## config.mk

```make
export PLATFORM = sky130hd
export DESIGN_NAME = wkpm_top
export DESIGN_NICKNAME = d
export VERILOG_FILES = /design/src/rtl/wkpm_pkg.sv /design/src/rtl/wkpm_sync2.sv /design/src/rtl/wkpm_top.sv
export VERILOG_INCLUDE_DIRS = /design/src /design/src/rtl
export SDC_FILE = /design/constraint.sdc
export NUM_CORES = 1
export LEC_CHECK = 0
export ABC_AREA = 1
export BUFFER_PORTS_ARGS = -buffer_cell sky130_fd_sc_hd__buf_2
export CAP_MARGIN = 0
export CORE_MARGIN = 4
export CORE_UTILIZATION = 45
export DETAILED_ROUTE_END_ITERATION = 12
export GPL_ROUTABILITY_DRIVEN = 0
export GPL_TIMING_DRIVEN = 0
export HOLD_SLACK_MARGIN = 0.12
export PLACE_DENSITY_LB_ADDON = 0.2
export SLEW_MARGIN = 10
export SYNTH_ARGS = -nofsm -noshare
export SYNTH_HDL_FRONTEND = slang
export SYNTH_SLANG_ARGS = --single-unit
```

## constraint.sdc

```tcl
create_clock -name hclk -period 1.55 [get_ports hclk]
set_clock_uncertainty 0.1 [all_clocks]
set_input_delay 0.155 -clock hclk [delete_from_list [all_inputs] [get_ports hclk]]
set_output_delay 0.155 -clock hclk [all_outputs]
set_load 0.02 [all_outputs]
```

## src/rtl/wkpm_defs.svh

```systemverilog
`ifndef WKPM_DEFS_SVH
`define WKPM_DEFS_SVH

// ----------------------------------------
// register offsets (byte addresses)
// ----------------------------------------
`define WKPM_PMC_OFS 8'h00
`define WKPM_HMW_OFS 8'h04
`define WKPM_PIM_OFS 8'h08
`define WKPM_PIS_OFS 8'h0c
`define WKPM_STS_OFS 8'h10
`define WKPM_CLR_OFS 8'h14
`define WKPM_EN_OFS 8'h18
`define WKPM_ICFG_OFS 8'h1c

// ----------------------------------------
// power_mgmt_control fields
// ----------------------------------------
`define WKPM_PMC_OE 0
`define WKPM_PMC_POL 1
`define WKPM_PMC_PULSE 2
`define WKPM_PMC_TYPE 3
`define WKPM_PMC_LAN_STS 4
`define WKPM_PMC_P1_STS 5
`define WKPM_PMC_P2_STS 6
`define WKPM_PMC_LAN_EN 8
`define WKPM_PMC_P1_EN 9
`define WKPM_PMC_P2_EN 10
`define WKPM_PMC_P1_GPD 12
`define WKPM_PMC_P2_GPD 13
`define WKPM_PMC_P1_EDPD 14
`define WKPM_PMC_P2_EDPD 15
`define WKPM_PMC_WMASK 16'hf70f

// ----------------------------------------
// host_mac_wake_ctrl_status fields
// ----------------------------------------
`define WKPM_HMW_MAGIC_PACKET_DETECT_ENABLE 1
`define WKPM_HMW_WAKE_FRAME_DETECT_ENABLE 2
`define WKPM_HMW_WAKE_FRAME_RECEIVED 5
`define WKPM_HMW_MPR 6

// ----------------------------------------
// phy irq mask / source, top status, irq cfg
// ----------------------------------------
`define WKPM_PHY1_ENERGY 7
`define WKPM_PHY2_ENERGY 15
`define WKPM_STS_WAKE 17
`define WKPM_STS_PHY1 26
`define WKPM_STS_PHY2 27
`define WKPM_STS_MASK 32'h0c020000
`define WKPM_ICFG_TYPE 0
`define WKPM_ICFG_POL 4
`define WKPM_ICFG_EN 8
`define WKPM_ICFG_MASK 9'h111
`define WKPM_RST_VAL 32'h00000000

// ----------------------------------------
// timing
// ----------------------------------------
`define WKPM_PULSE_MS 50
`define WKPM_CLK_KHZ 50000
`define WKPM_PULSE_CYC (`WKPM_PULSE_MS * `WKPM_CLK_KHZ)

`endif

```

## src/rtl/wkpm_pkg.sv

```systemverilog
package wkpm_pkg;
    typedef enum logic [1:0] {
        st_idle = 2'b00,
        st_pulse = 2'b01,
        st_hold = 2'b11
    } wkpm_state_t;
endpackage : wkpm_pkg

```

## src/rtl/wkpm_sync2.sv

```systemverilog
`timescale 1ns/1ps
module wkpm_sync2 (
    input wire logic hclk,
    input wire logic hresetn,
    input wire logic din,
    output logic dout
);
    logic meta_ff;
    logic sync_ff;
    always_ff @(posedge hclk or negedge hresetn) begin
        if (!hresetn) begin
            meta_ff <= 1'b0;
            sync_ff <= 1'b0;
        end else begin
            meta_ff <= din;
            sync_ff <= meta_ff;
        end
    end
    assign dout = sync_ff;
endmodule : wkpm_sync2

```

## src/rtl/wkpm_top.sv

```systemverilog
// Contract
// - latch phy1, phy2 energy and lan wake status
// - and statuses with enables, or into wake status
// - wake output needs wake status and output enable
// - wake drive open-drain, push-pull high or low
// - wake output continuous or one 50 ms pulse
// - unmasked cable energy raises that phy interrupt
// - phy2 irq at bit 27, phy1 at 26
// - phy energy wakes when that phy's enable set
// - mac sets received flags when detection enabled
// - either received flag sets lan wake status
// - wake frame or magic packet reaches host irq
// - energy on cable ends energy-detect power-down
// - general power-down entered and left by software
// - every source maskable onto one host irq
// - host irq may be open-drain for sharing
//
// Implementation choices: the AHB-Lite interface to the registers and the register addresses.
`timescale 1ns/1ps
`include "wkpm_defs.svh"
module wkpm_top #(
    parameter int PULSE_CYCLES = `WKPM_PULSE_CYC
) (
    input wire logic hclk,
    input wire logic hresetn,
    input wire logic hsel,
    input wire logic [31:0] haddr,
    input wire logic [1:0] htrans,
    input wire logic hwrite,
    input wire logic [2:0] hsize,
    input wire logic [31:0] hwdata,
    input wire logic hready,
    output logic [31:0] hrdata,
    output logic hreadyout,
    output logic hresp,
    input wire logic phy1_cable_energy_seen,
    input wire logic phy2_cable_energy_seen,
    input wire logic wake_frame_seen,
    input wire logic magic_packet_seen,
    output logic wake_output,
    output logic wake_output_oe,
    output logic host_irq,
    output logic host_irq_oe,
    output logic phy1_power_down,
    output logic phy2_power_down
);
    localparam int CW = 22;

    // ----------------------------------------
    // ahb-lite slave: writes zero wait, reads one wait
    // ----------------------------------------
    logic wr_ff;
    logic rd_ff;
    logic [7:0] addr_ff;
    logic ready_ff;
    logic [31:0] rdata_ff;
    logic [31:0] rd_mux;
    wire addr_ph = hsel & htrans[1] & hready;
    wire rd_req = addr_ph & ~hwrite;
    wire wr_req = addr_ph & hwrite;
    wire wr_pmc = wr_ff & (addr_ff == `WKPM_PMC_OFS);
    wire wr_hmw = wr_ff & (addr_ff == `WKPM_HMW_OFS);
    wire wr_pim = wr_ff & (addr_ff == `WKPM_PIM_OFS);
    wire wr_pis = wr_ff & (addr_ff == `WKPM_PIS_OFS);
    wire wr_clr = wr_ff & (addr_ff == `WKPM_CLR_OFS);
    wire wr_en = wr_ff & (addr_ff == `WKPM_EN_OFS);
    wire wr_icfg = wr_ff & (addr_ff == `WKPM_ICFG_OFS);

    // the read wait state lets a write just before it land first
    always_ff @(posedge hclk or negedge hresetn) begin
        if (!hresetn) begin
            wr_ff <= 1'b0;
            rd_ff <= 1'b0;
            addr_ff <= 8'h00;
            ready_ff <= 1'b1;
            rdata_ff <= `WKPM_RST_VAL;
        end else begin
            wr_ff <= wr_req;
            rd_ff <= rd_req;
            ready_ff <= ~rd_req;
            if (addr_ph) begin
                addr_ff <= haddr[7:0];
            end
            if (rd_ff) begin
                rdata_ff <= rd_mux;
            end
        end
    end
    assign hrdata = rdata_ff;
    assign hreadyout = ready_ff;
    assign hresp = 1'b0;

    // ----------------------------------------
    // control registers
    // ----------------------------------------
    logic [15:0] pmc_ff;
    logic [1:0] hmw_en_ff;
    logic [1:0] pmask_ff;
    logic [31:0] irq_en_ff;
    logic [8:0] icfg_ff;
    always_ff @(posedge hclk or negedge hresetn) begin
        if (!hresetn) begin
            pmc_ff <= 16'h0000;
            hmw_en_ff <= 2'h0;
            pmask_ff <= 2'h0;
            irq_en_ff <= `WKPM_RST_VAL;
            icfg_ff <= 9'h000;
        end else begin
            if (wr_pmc) begin
                pmc_ff <= hwdata[15:0] & `WKPM_PMC_WMASK;
            end
            if (wr_hmw) begin
                hmw_en_ff <= {hwdata[`WKPM_HMW_WAKE_FRAME_DETECT_ENABLE],
                              hwdata[`WKPM_HMW_MAGIC_PACKET_DETECT_ENABLE]};
            end
            if (wr_pim) begin
                pmask_ff <= {hwdata[`WKPM_PHY2_ENERGY],
                             hwdata[`WKPM_PHY1_ENERGY]};
            end
            if (wr_en) begin
                irq_en_ff <= hwdata & `WKPM_STS_MASK;
            end
            if (wr_icfg) begin
                icfg_ff <= hwdata[8:0] & `WKPM_ICFG_MASK;
            end
        end
    end
    wire [1:0] ed_en = {pmc_ff[`WKPM_PMC_P2_EN], pmc_ff[`WKPM_PMC_P1_EN]};
    wire [1:0] gpd = {pmc_ff[`WKPM_PMC_P2_GPD], pmc_ff[`WKPM_PMC_P1_GPD]};
    wire [1:0] edpd = {pmc_ff[`WKPM_PMC_P2_EDPD],
                       pmc_ff[`WKPM_PMC_P1_EDPD]};

    // ----------------------------------------
    // phy energy events and power-down
    // ----------------------------------------
    logic [1:0] energy;
    logic [1:0] energy_d_ff;
    logic [1:0] ed_sts_ff;
    logic [1:0] psrc_ff;
    logic [1:0] pd_ff;
    wkpm_sync2 u_sync_p1 (
        .hclk(hclk),
        .hresetn(hresetn),
        .din(phy1_cable_energy_seen),
        .dout(energy[0])
    );
    wkpm_sync2 u_sync_p2 (
        .hclk(hclk),
        .hresetn(hresetn),
        .din(phy2_cable_energy_seen),
        .dout(energy[1])
    );
    wire [1:0] energy_rise = energy & ~energy_d_ff;
    wire [1:0] ed_w1c = wr_pmc ? {hwdata[`WKPM_PMC_P2_STS],
                                  hwdata[`WKPM_PMC_P1_STS]} : 2'h0;
    wire [1:0] psrc_w1c = wr_pis ? {hwdata[`WKPM_PHY2_ENERGY],
                                    hwdata[`WKPM_PHY1_ENERGY]} : 2'h0;
    // set wins over clear so an event in the clearing cycle stays
    wire [1:0] nxt_ed_sts = energy_rise | (ed_sts_ff & ~ed_w1c);
    wire [1:0] nxt_psrc = energy_rise | (psrc_ff & ~psrc_w1c);
    wire [1:0] phy_irq = psrc_ff & pmask_ff;
    // edpd only wakes while energy lasts; gpd never self-clears
    wire [1:0] nxt_pd = gpd | (edpd & ~energy);
    always_ff @(posedge hclk or negedge hresetn) begin
        if (!hresetn) begin
            energy_d_ff <= 2'h0;
            ed_sts_ff <= 2'h0;
            psrc_ff <= 2'h0;
            pd_ff <= 2'h0;
        end else begin
            energy_d_ff <= energy;
            ed_sts_ff <= nxt_ed_sts;
            psrc_ff <= nxt_psrc;
            pd_ff <= nxt_pd;
        end
    end
    assign phy1_power_down = pd_ff[0];
    assign phy2_power_down = pd_ff[1];

    // ----------------------------------------
    // host mac wake detection
    // ----------------------------------------
    logic wake_frame_received_ff;
    logic mpr_ff;
    logic lan_sts_ff;
    wire wake_frame_received_w1c = wr_hmw & hwdata[`WKPM_HMW_WAKE_FRAME_RECEIVED];
    wire mpr_w1c = wr_hmw & hwdata[`WKPM_HMW_MPR];
    wire lan_w1c = wr_pmc & hwdata[`WKPM_PMC_LAN_STS];
    wire nxt_wake_frame_received = (wake_frame_seen & hmw_en_ff[1]) |
                    (wake_frame_received_ff & ~wake_frame_received_w1c);
    wire nxt_mpr = (magic_packet_seen & hmw_en_ff[0]) |
                   (mpr_ff & ~mpr_w1c);
    wire nxt_lan_sts = wake_frame_received_ff | mpr_ff | (lan_sts_ff & ~lan_w1c);
    always_ff @(posedge hclk or negedge hresetn) begin
        if (!hresetn) begin
            wake_frame_received_ff <= 1'b0;
            mpr_ff <= 1'b0;
            lan_sts_ff <= 1'b0;
        end else begin
            wake_frame_received_ff <= nxt_wake_frame_received;
            mpr_ff <= nxt_mpr;
            lan_sts_ff <= nxt_lan_sts;
        end
    end

    // ----------------------------------------
    // wake status and top-level interrupt
    // ----------------------------------------
    logic [31:0] sts_ff;
    logic irq_ff;
    logic irq_oe_ff;
    wire wake_irq_status = |({lan_sts_ff, ed_sts_ff} &
                             {pmc_ff[`WKPM_PMC_LAN_EN], ed_en});
    wire [31:0] sts_src = {4'h0, phy_irq[1], phy_irq[0], 8'h00,
                           wake_irq_status, 17'h00000};
    wire [31:0] sts_clr = wr_clr ? hwdata : 32'h00000000;
    // a source still pending sets its bit again after a clear
    wire [31:0] nxt_sts = sts_src | (sts_ff & ~sts_clr);
    wire irq_act = (|(sts_ff & irq_en_ff)) & icfg_ff[`WKPM_ICFG_EN];
    wire irq_pp = icfg_ff[`WKPM_ICFG_TYPE];
    wire nxt_irq = irq_pp & (irq_act == icfg_ff[`WKPM_ICFG_POL]);
    wire nxt_irq_oe = irq_pp | irq_act;
    always_ff @(posedge hclk or negedge hresetn) begin
        if (!hresetn) begin
            sts_ff <= `WKPM_RST_VAL;
            irq_ff <= 1'b0;
            irq_oe_ff <= 1'b0;
        end else begin
            sts_ff <= nxt_sts;
            irq_ff <= nxt_irq;
            irq_oe_ff <= nxt_irq_oe;
        end
    end
    assign host_irq = irq_ff;
    assign host_irq_oe = irq_oe_ff;

    // ----------------------------------------
    // wake output conditioning
    // ----------------------------------------
    wkpm_pkg::wkpm_state_t state_ff;
    wkpm_pkg::wkpm_state_t nxt_state;
    logic [CW-1:0] cnt_ff;
    logic gated_d_ff;
    logic wake_ff;
    logic wake_oe_ff;
    wire gated = wake_irq_status & pmc_ff[`WKPM_PMC_OE];
    wire gated_rise = gated & ~gated_d_ff;
    wire pulse_sel = pmc_ff[`WKPM_PMC_PULSE];
    wire cnt_done = (cnt_ff == {CW{1'b0}});
    always_comb begin
        nxt_state = state_ff;
        unique case (state_ff)
            wkpm_pkg::st_idle: begin
                if (pulse_sel && gated_rise) begin
                    nxt_state = wkpm_pkg::st_pulse;
                end
            end
            wkpm_pkg::st_pulse: begin
                if (cnt_done) begin
                    nxt_state = gated ? wkpm_pkg::st_hold
                                      : wkpm_pkg::st_idle;
                end
            end
            wkpm_pkg::st_hold: begin
                if (!gated) begin
                    nxt_state = wkpm_pkg::st_idle;
                end
            end
            default: begin
                nxt_state = wkpm_pkg::st_idle;
            end
        endcase
    end
    wire load = (state_ff == wkpm_pkg::st_idle) && pulse_sel && gated_rise;
    // a long pulse costs a 22-bit counter instead of a prescaler
    wire [CW-1:0] nxt_cnt = load ? CW'(PULSE_CYCLES - 1) :
                            cnt_done ? cnt_ff : cnt_ff - 1'b1;
    wire wake_act = (nxt_state == wkpm_pkg::st_pulse) |
                    (~pulse_sel & gated);
    wire wake_pp = pmc_ff[`WKPM_PMC_TYPE];
    wire nxt_wake = wake_pp & (wake_act == pmc_ff[`WKPM_PMC_POL]);
    wire nxt_wake_oe = wake_pp | wake_act;
    always_ff @(posedge hclk or negedge hresetn) begin
        if (!hresetn) begin
            state_ff <= wkpm_pkg::st_idle;
            cnt_ff <= {CW{1'b0}};
            gated_d_ff <= 1'b0;
            wake_ff <= 1'b0;
            wake_oe_ff <= 1'b0;
        end else begin
            state_ff <= nxt_state;
            cnt_ff <= nxt_cnt;
            gated_d_ff <= gated;
            wake_ff <= nxt_wake;
            wake_oe_ff <= nxt_wake_oe;
        end
    end
    assign wake_output = wake_ff;
    assign wake_output_oe = wake_oe_ff;

    // ----------------------------------------
    // read mux
    // ----------------------------------------
    wire [31:0] pmc_rd = {16'h0000, pmc_ff} |
                         {25'h0, ed_sts_ff, lan_sts_ff, 4'h0};
    wire [31:0] hmw_rd = {25'h0, mpr_ff, wake_frame_received_ff, 2'h0, hmw_en_ff, 1'b0};
    wire [31:0] pim_rd = {16'h0, pmask_ff[1], 7'h0, pmask_ff[0], 7'h0};
    wire [31:0] pis_rd = {16'h0, psrc_ff[1], 7'h0, psrc_ff[0], 7'h0};
    assign rd_mux = (addr_ff == `WKPM_PMC_OFS) ? pmc_rd :
                    (addr_ff == `WKPM_HMW_OFS) ? hmw_rd :
                    (addr_ff == `WKPM_PIM_OFS) ? pim_rd :
                    (addr_ff == `WKPM_PIS_OFS) ? pis_rd :
                    (addr_ff == `WKPM_STS_OFS) ? sts_ff :
                    (addr_ff == `WKPM_EN_OFS) ? irq_en_ff :
                    (addr_ff == `WKPM_ICFG_OFS) ? {23'h0, icfg_ff} :
                    32'h00000000;
endmodule : wkpm_top

```

Word level (Yosys, flattened, before mapping)
Cells that the tools add are included.
{"block": "word_totals", "elab_cells": 125, "output_inout_bits": 40, "input_bits": 78, "mem_bits_ro": 0, "memories": 0, "ramBits": 0, "latchBits": 0, "reg_bits": 140}
{"block": "op_classes", "n_eq_ne": 13, "mul": 0, "reduce_logical": 8, "n_addsub": 1, "bitwise": 57, "muxes": 17, "shift": 0, "div": 0, "magnitude_cmp": 0}
{"op": "$mux 32", "count": 6}
{"op": "$mux 22", "count": 2}
{"op": "$and 32x28->32", "count": 1}
{"op": "$and 32x32->32", "count": 1}
{"op": "$eq 8x5->1 const B", "count": 4}
{"op": "$not 32->32", "count": 1}
{"op": "$or 28x32->32", "count": 1}
{"op": "$reduce_or 32->1", "count": 1}
{"op": "$mux 28", "count": 1}
{"op": "$and 1x1->1", "count": 25}
{"op": "$logic_not 22->1", "count": 1}
{"op": "$sub 22x1->22 const B", "count": 1}
{"op": "$eq 8x4->1 const B", "count": 2}
{"op": "$or 16x7->16", "count": 1}
{"op": "$mux 2", "count": 6}
{"op": "$and 2x2->2", "count": 5}
{"op": "$mux 9", "count": 1}
{"op": "$eq 8x3->1 const B", "count": 1}
{"op": "$logic_not 8->1", "count": 1}
{"op": "$not 2->2", "count": 4}
{"op": "$not 1->1", "count": 7}
{"op": "$or 1x1->1", "count": 7}
{"op": "$or 2x2->2", "count": 3}
{"op": "$pmux 2 s3", "count": 1}
{"op": "8 further kinds", "count": 12}

Longest topological paths before layout
{"block": "logic_depth", "word_depth": 11, "mapped_depth": 11, "ltp_nobuf": 11}

By module
Synthesis repeated with hierarchy kept, for this count alone.
{"block": "unflattened", "hier_cells": 670, "area_unflattened_um2": 5933.2}
{"module": "wkpm_top", "seq_area_each_um2": 3404.5, "cells_each": 666, "area_each_um2": 5833.1, "n_inst": 1}
{"module": "wkpm_sync2", "seq_area_each_um2": 50.0, "cells_each": 2, "area_each_um2": 50.0, "n_inst": 2}

Least setup slack after synthesis
No wires, ideal clock.
{"block": "synth_path", "path_kind": "register to register", "start": "reg cnt_ff[0]", "end": "reg cnt_ff[4]", "path_slack_ps": -84, "n_path_buf": 0, "arrival_time_ps": 1408, "stages_incl_launch_ff": 10, "synth_period_minus_slack_ps": 1634, "setup_time_ps": 126, "required_time_ps": 1324, "path_cell_list": "dfrtp_1 -> inv_1 -> ha_1 -> nand2_1 -> nor2_2 -> nand3_4 -> nor2_8 -> inv_6 -> nand4_2 -> nand3_2"}
{"block": "synth_via", "elab_chain_len": 3, "word_cells_on_any_way": 5, "classes_between": "1 x add/sub; 1 x eq/ne; 2 x mux; 1 x reduce/logical"}
{"item": "start: declaration", "line": "wkpm_top.sv:242", "text": "logic [CW-1:0] cnt_ff;"}
{"item": "start signal: assignment", "line": "wkpm_top.sv:286", "text": "cnt_ff <= {CW{1'b0}};"}
{"item": "start signal: assignment", "line": "wkpm_top.sv:292", "text": "cnt_ff <= nxt_cnt;"}
{"item": "$sub 22x1->22", "line": "wkpm_top.sv:277", "text": "cnt_done ? cnt_ff : cnt_ff - 1'b1;"}
{"item": "$mux 22", "line": "wkpm_top.sv:277"}
{"item": "$mux 22", "line": "wkpm_top.sv:276", "text": "wire [CW-1:0] nxt_cnt = load ? CW'(PULSE_CYCLES - 1) :"}
Parallel ways exist; a longest one is shown, timed or not. The select of a mux whose other input is x is not followed.
A chain may end at the register's enable or synchronous reset.

Worst setup path after layout
{"block": "layout_path", "start": "reg cnt_ff[10]", "end": "reg cnt_ff[1]"}
{"block": "layout_via", "elab_chain_len": 2}
{"item": "$logic_not 22->1", "line": "wkpm_top.sv:249", "text": "wire cnt_done = (cnt_ff == {CW{1'b0}});"}
{"item": "$ne 2x1->1 (no line)"}
No other way between the ends.

==> Implementation_results.wiki <==
{| class="wikitable"
! Metric !! Value
|-
| Outcome || finished with violations
|-
| Failing checks || setup timing
|-
| Port Buffer Count || 88
|-
| TritonCTS clock tree || done
|-
| Number of register bits inferred by synthesis || 140
|-
| Maximum clock frequency || 580 MHz
|-
| Critical path data required time || 1.76 ns
|-
| Clock insertion delay at the later pin of the skew report || 0.43 ns
|-
| Area Growth Syn to Fin || 55.8%
|-
| Starting density of the core || 0.458
|-
| Routed wire per std cell || 17.2 um
|-
| Net load switching power || 2050 uW
|-
| Antenna violations before repair || 0
|-
| Final core utilization || 0.714
|-
| Commonest register cell after synthesis || sky130_fd_sc_hd__dfrtp_1
|-
| Count of antenna diodes in the layout || 0
|-
| Number of pins with negative max-slew slack in the final report || 0
|-
| Final TNS setup || -6.08 ns
|-
| Number of cells on the worst reg-to-reg path || 8
|-
| Largest buffer count on any clock path || 2
|-
| Critical Path Source Type || flop
|-
| Part of the power in registers || 0.440
|-
| Data arrival at the endpoint of the critical path || 1.93 ns
|-
| Total global routing track utilization || 0.226
|-
| Worst hold path type || in2reg
|-
| Detail Route Antenna Nets || 0
|-
| Largest area contributor in the synthesized netlist || sky130_fd_sc_hd__dfrtp_1
|-
| Max-capacitance violation count || 0
|-
| Cell variety after synth || 44
|-
| Most used standard cells in the synthesized netlist || sky130_fd_sc_hd__dfrtp_1, sky130_fd_sc_hd__nand2_1, sky130_fd_sc_hd__inv_1
|-
| Ports || 118
|-
| Die height || 124 um
|-
| Detailed placer's ending HPWL || 10300 um
|-
| Overall die area || 15400 um^2
|-
| Synthesized instance count || 651
|-
| Number of warnings printed during yosys synthesis || 0
|-
| Cell Int Power || 6590 uW
|-
| Final instance area || 9420 um^2
|-
| Maximum fanout along the worst path || 7
|-
| Final critical path time including I/O delays and setup || 1.72 ns
|-
| Largest voltage drop on the vdd net || 0.000806 V
|-
| GRT Residual Overflow || 0
|-
| Setup repair after global routing missed its margin || yes
|-
| Proportion of power drawn by the clock network || 0.494
|-
| EDFF count, synth || 0
|-
| Drt drc || 0
|-
| Detailed router's first-iteration violation count || 429
|-
| Number of setup violations in the final report || 90
|-
| Total wirelength of the detailed-routed design || 18400 um
|-
| Post-DP Area || 6740 um^2
|-
| Slew of the pin with the lowest slew margin || 0.614 ns
|-
| Count of final hold-check violations || 0
|-
| Final nets || 963
|-
| Combinational fraction of design power || 0.066
|-
| Via count of the first global-routing pass || 5468
|-
| Ys async rst share || 1.00
|-
| Count of TritonRoute iterations in the first routing pass || 5
|-
| Clock input transition at the sequential cells of the worst setup and hold paths || 0.06 ns
|-
| Global-route wire length before repair || 26400 um
|-
| Via count of the routed design || 5620
|-
| Part of the cycle the worst path needs || 1.11
|-
| Post-Syn Nets || 731
|-
| Tightest slew margin relative to the limit || 0.591
|-
| Post-synthesis sequential area ratio || 0.580
|-
| Crit path capture type || flop
|-
| Synth area leaders || sky130_fd_sc_hd__dfrtp_1, sky130_fd_sc_hd__nand2_1, sky130_fd_sc_hd__inv_1
|-
| Power Dens Cells || 918 nW/um^2
|-
| Setup WS post-layout || -0.173 ns
|-
| Number of vias per cell || 5.24
|-
| Overall power of the completed layout || 8640 uW
|-
| Area of the mapped netlist || 6040 um^2
|-
| Placement Rows || 42
|-
| TritonCTS Buffers || 17
|-
| Clock tree root buffer cell || sky130_fd_sc_hd__clkbuf_16
|-
| CTS sink count || 140
|-
| Floorplan Core Area || 13200 um^2
|-
| Fill count || 903
|-
| Proportion of layout cells with a drive suffix above 1 || 0.452
|-
| Pin count of the biggest net entering global routing || 79
|-
| Die outline width || 124 um
|-
| Critical path start-end classification || reg2reg
|-
| Hold Path Cell Cnt || 4
|-
| Post-Synthesis Mean Instance Area || 9.29 um^2
|-
| Portion of synthesized cell area occupied by the leading cell type || 0.575
|-
| Leakage component of the power || 0.00452 uW
|-
| CTS H-tree lvls || 4
|-
| Leading cell type by number of instances after synthesis || sky130_fd_sc_hd__dfrtp_1
|-
| Net Sw Frac || 0.237
|-
| Post-place setup slack || -0.392 ns
|}
==> cell usage in the layout, fill, tap and decap left out, types with 18 or more instances in the layout <==
master,n
sky130_fd_sc_hd__clkbuf_16,19
sky130_fd_sc_hd__a21oi_2,20
sky130_fd_sc_hd__nor2_1,27
sky130_fd_sc_hd__o21ai_1,27
sky130_fd_sc_hd__nor2_4,18
sky130_fd_sc_hd__dfrtp_1,138
sky130_fd_sc_hd__nand2_2,31
sky130_fd_sc_hd__o21ai_0,20
sky130_fd_sc_hd__buf_6,19
sky130_fd_sc_hd__inv_1,58
sky130_fd_sc_hd__nand2_1,103
sky130_fd_sc_hd__dlygate4sd3_1,46
sky130_fd_sc_hd__a21oi_1,23
sky130_fd_sc_hd__buf_2,88
sky130_fd_sc_hd__buf_4,52
==> worst max-delay path, cell delays in order, from the launching register on <==
cell,delay (ns)
sky130_fd_sc_hd__dfrtp_1,0.41
sky130_fd_sc_hd__nor2_2,0.17
sky130_fd_sc_hd__nand2_2,0.13
sky130_fd_sc_hd__nor2_4,0.17
sky130_fd_sc_hd__nand3_4,0.18
sky130_fd_sc_hd__nor2_8,0.23
sky130_fd_sc_hd__inv_6,0.07
sky130_fd_sc_hd__nand2_1,0.07
sky130_fd_sc_hd__o21ai_1,0.06
==> registers in the layout (all words and copies together) (netlist names), 3 cells and up <==
name and cells:
addr_ff 8, cnt_ff 22, pmc_ff 11, icfg_ff 3, hrdata 32, sts_ff 32
irq_en_ff 3
==> cells by family (layout without fill, tap and decap cells) <==
logic type / Yosys count / count (layout) / synth area share
flops: 140 / 140 / 0.580
buf+inv: 98 / 343 / 0.0658
simple gates: 252 / 252 / 0.191
compound gates: 144 / 144 / 0.133
fa+ha+maj: 2 / 2 / 0.00414
other cells: 1 / 1 / 0.000620
xor+xnor: 9 / 9 / 0.0130
mux: 5 / 5 / 0.0124
==> path summary, 6_finish.rpt <==
check                             startpoint        endpoint  slack [ns]
max                               cnt_ff[10]       cnt_ff[1]       -0.17
min                                htrans[1]      addr_ff[1]        0.15
max reg2reg                       cnt_ff[10]       cnt_ff[1]       -0.17
min reg2reg                u_sync_p1.meta_ff  u_sync_p1.dout        0.25
max in group asynchronous            hresetn      hrdata[12]        0.39
min in group asynchronous            hresetn       cnt_ff[8]        0.18
==> what timing repair did <==
item	in CTS	in global routing
buffers inserted	36	38
hold buffers	46	0
endpoints found under the hold margin	135	0
gates cloned	4	2
setup endpoints to repair	105	116
gates resized for setup	148	152
pin swaps	35	41
==> layout make-up <==
class / count / area [um^2] / area share
clock inverters: 14 / 183 / 0.0194
plain buffers: 16 / 146 / 0.0155
multi-input cells: 413 / 2840 / 0.302
well taps: 176 / 220 / 0.0234
clock buffers: 18 / 439 / 0.0466
repair inverters: 1 / 6.26 / 0.000664
inverters: 81 / 328 / 0.0348
flip-flops and latches: 140 / 3510 / 0.372
repair buffers: 213 / 1750 / 0.185
==> metal layers <==
metal,vias to the layer above,track usage,share of wire
met4,0,0.0931,0.032
met2,230,0.372,0.51
li1,2584,-,-
met1,2752,0.280,0.39
met3,54,0.0627,0.061
met5,-,0,0
==> power by group through the flow <==
| stage | Clock, uW | Combinational, uW | Sequential (uW) |
|---|---|---|---|
| after global placement | 0 | 368 | 3850 |
| after detailed placement | 0 | 386 | 3860 |
| after floorplan | 0 | 135 | 3880 |
| after CTS | 4330 | 543 | 3800 |
| after global routing | 4500 | 629 | 3810 |
| final | 4270 | 570 | 3800 |
==> per-stage QoR <==
stage | hold slack [ns] | cells
finish | 0.145 | 1072
global route | 0.196 | 1072
CTS | 0.143 | 1034
detailed placement | 0.0809 | 916
global placement | 0.163 | 915
floorplan | -0.241 | 651
No activity file was read; power rests on OpenSTA's default activity.
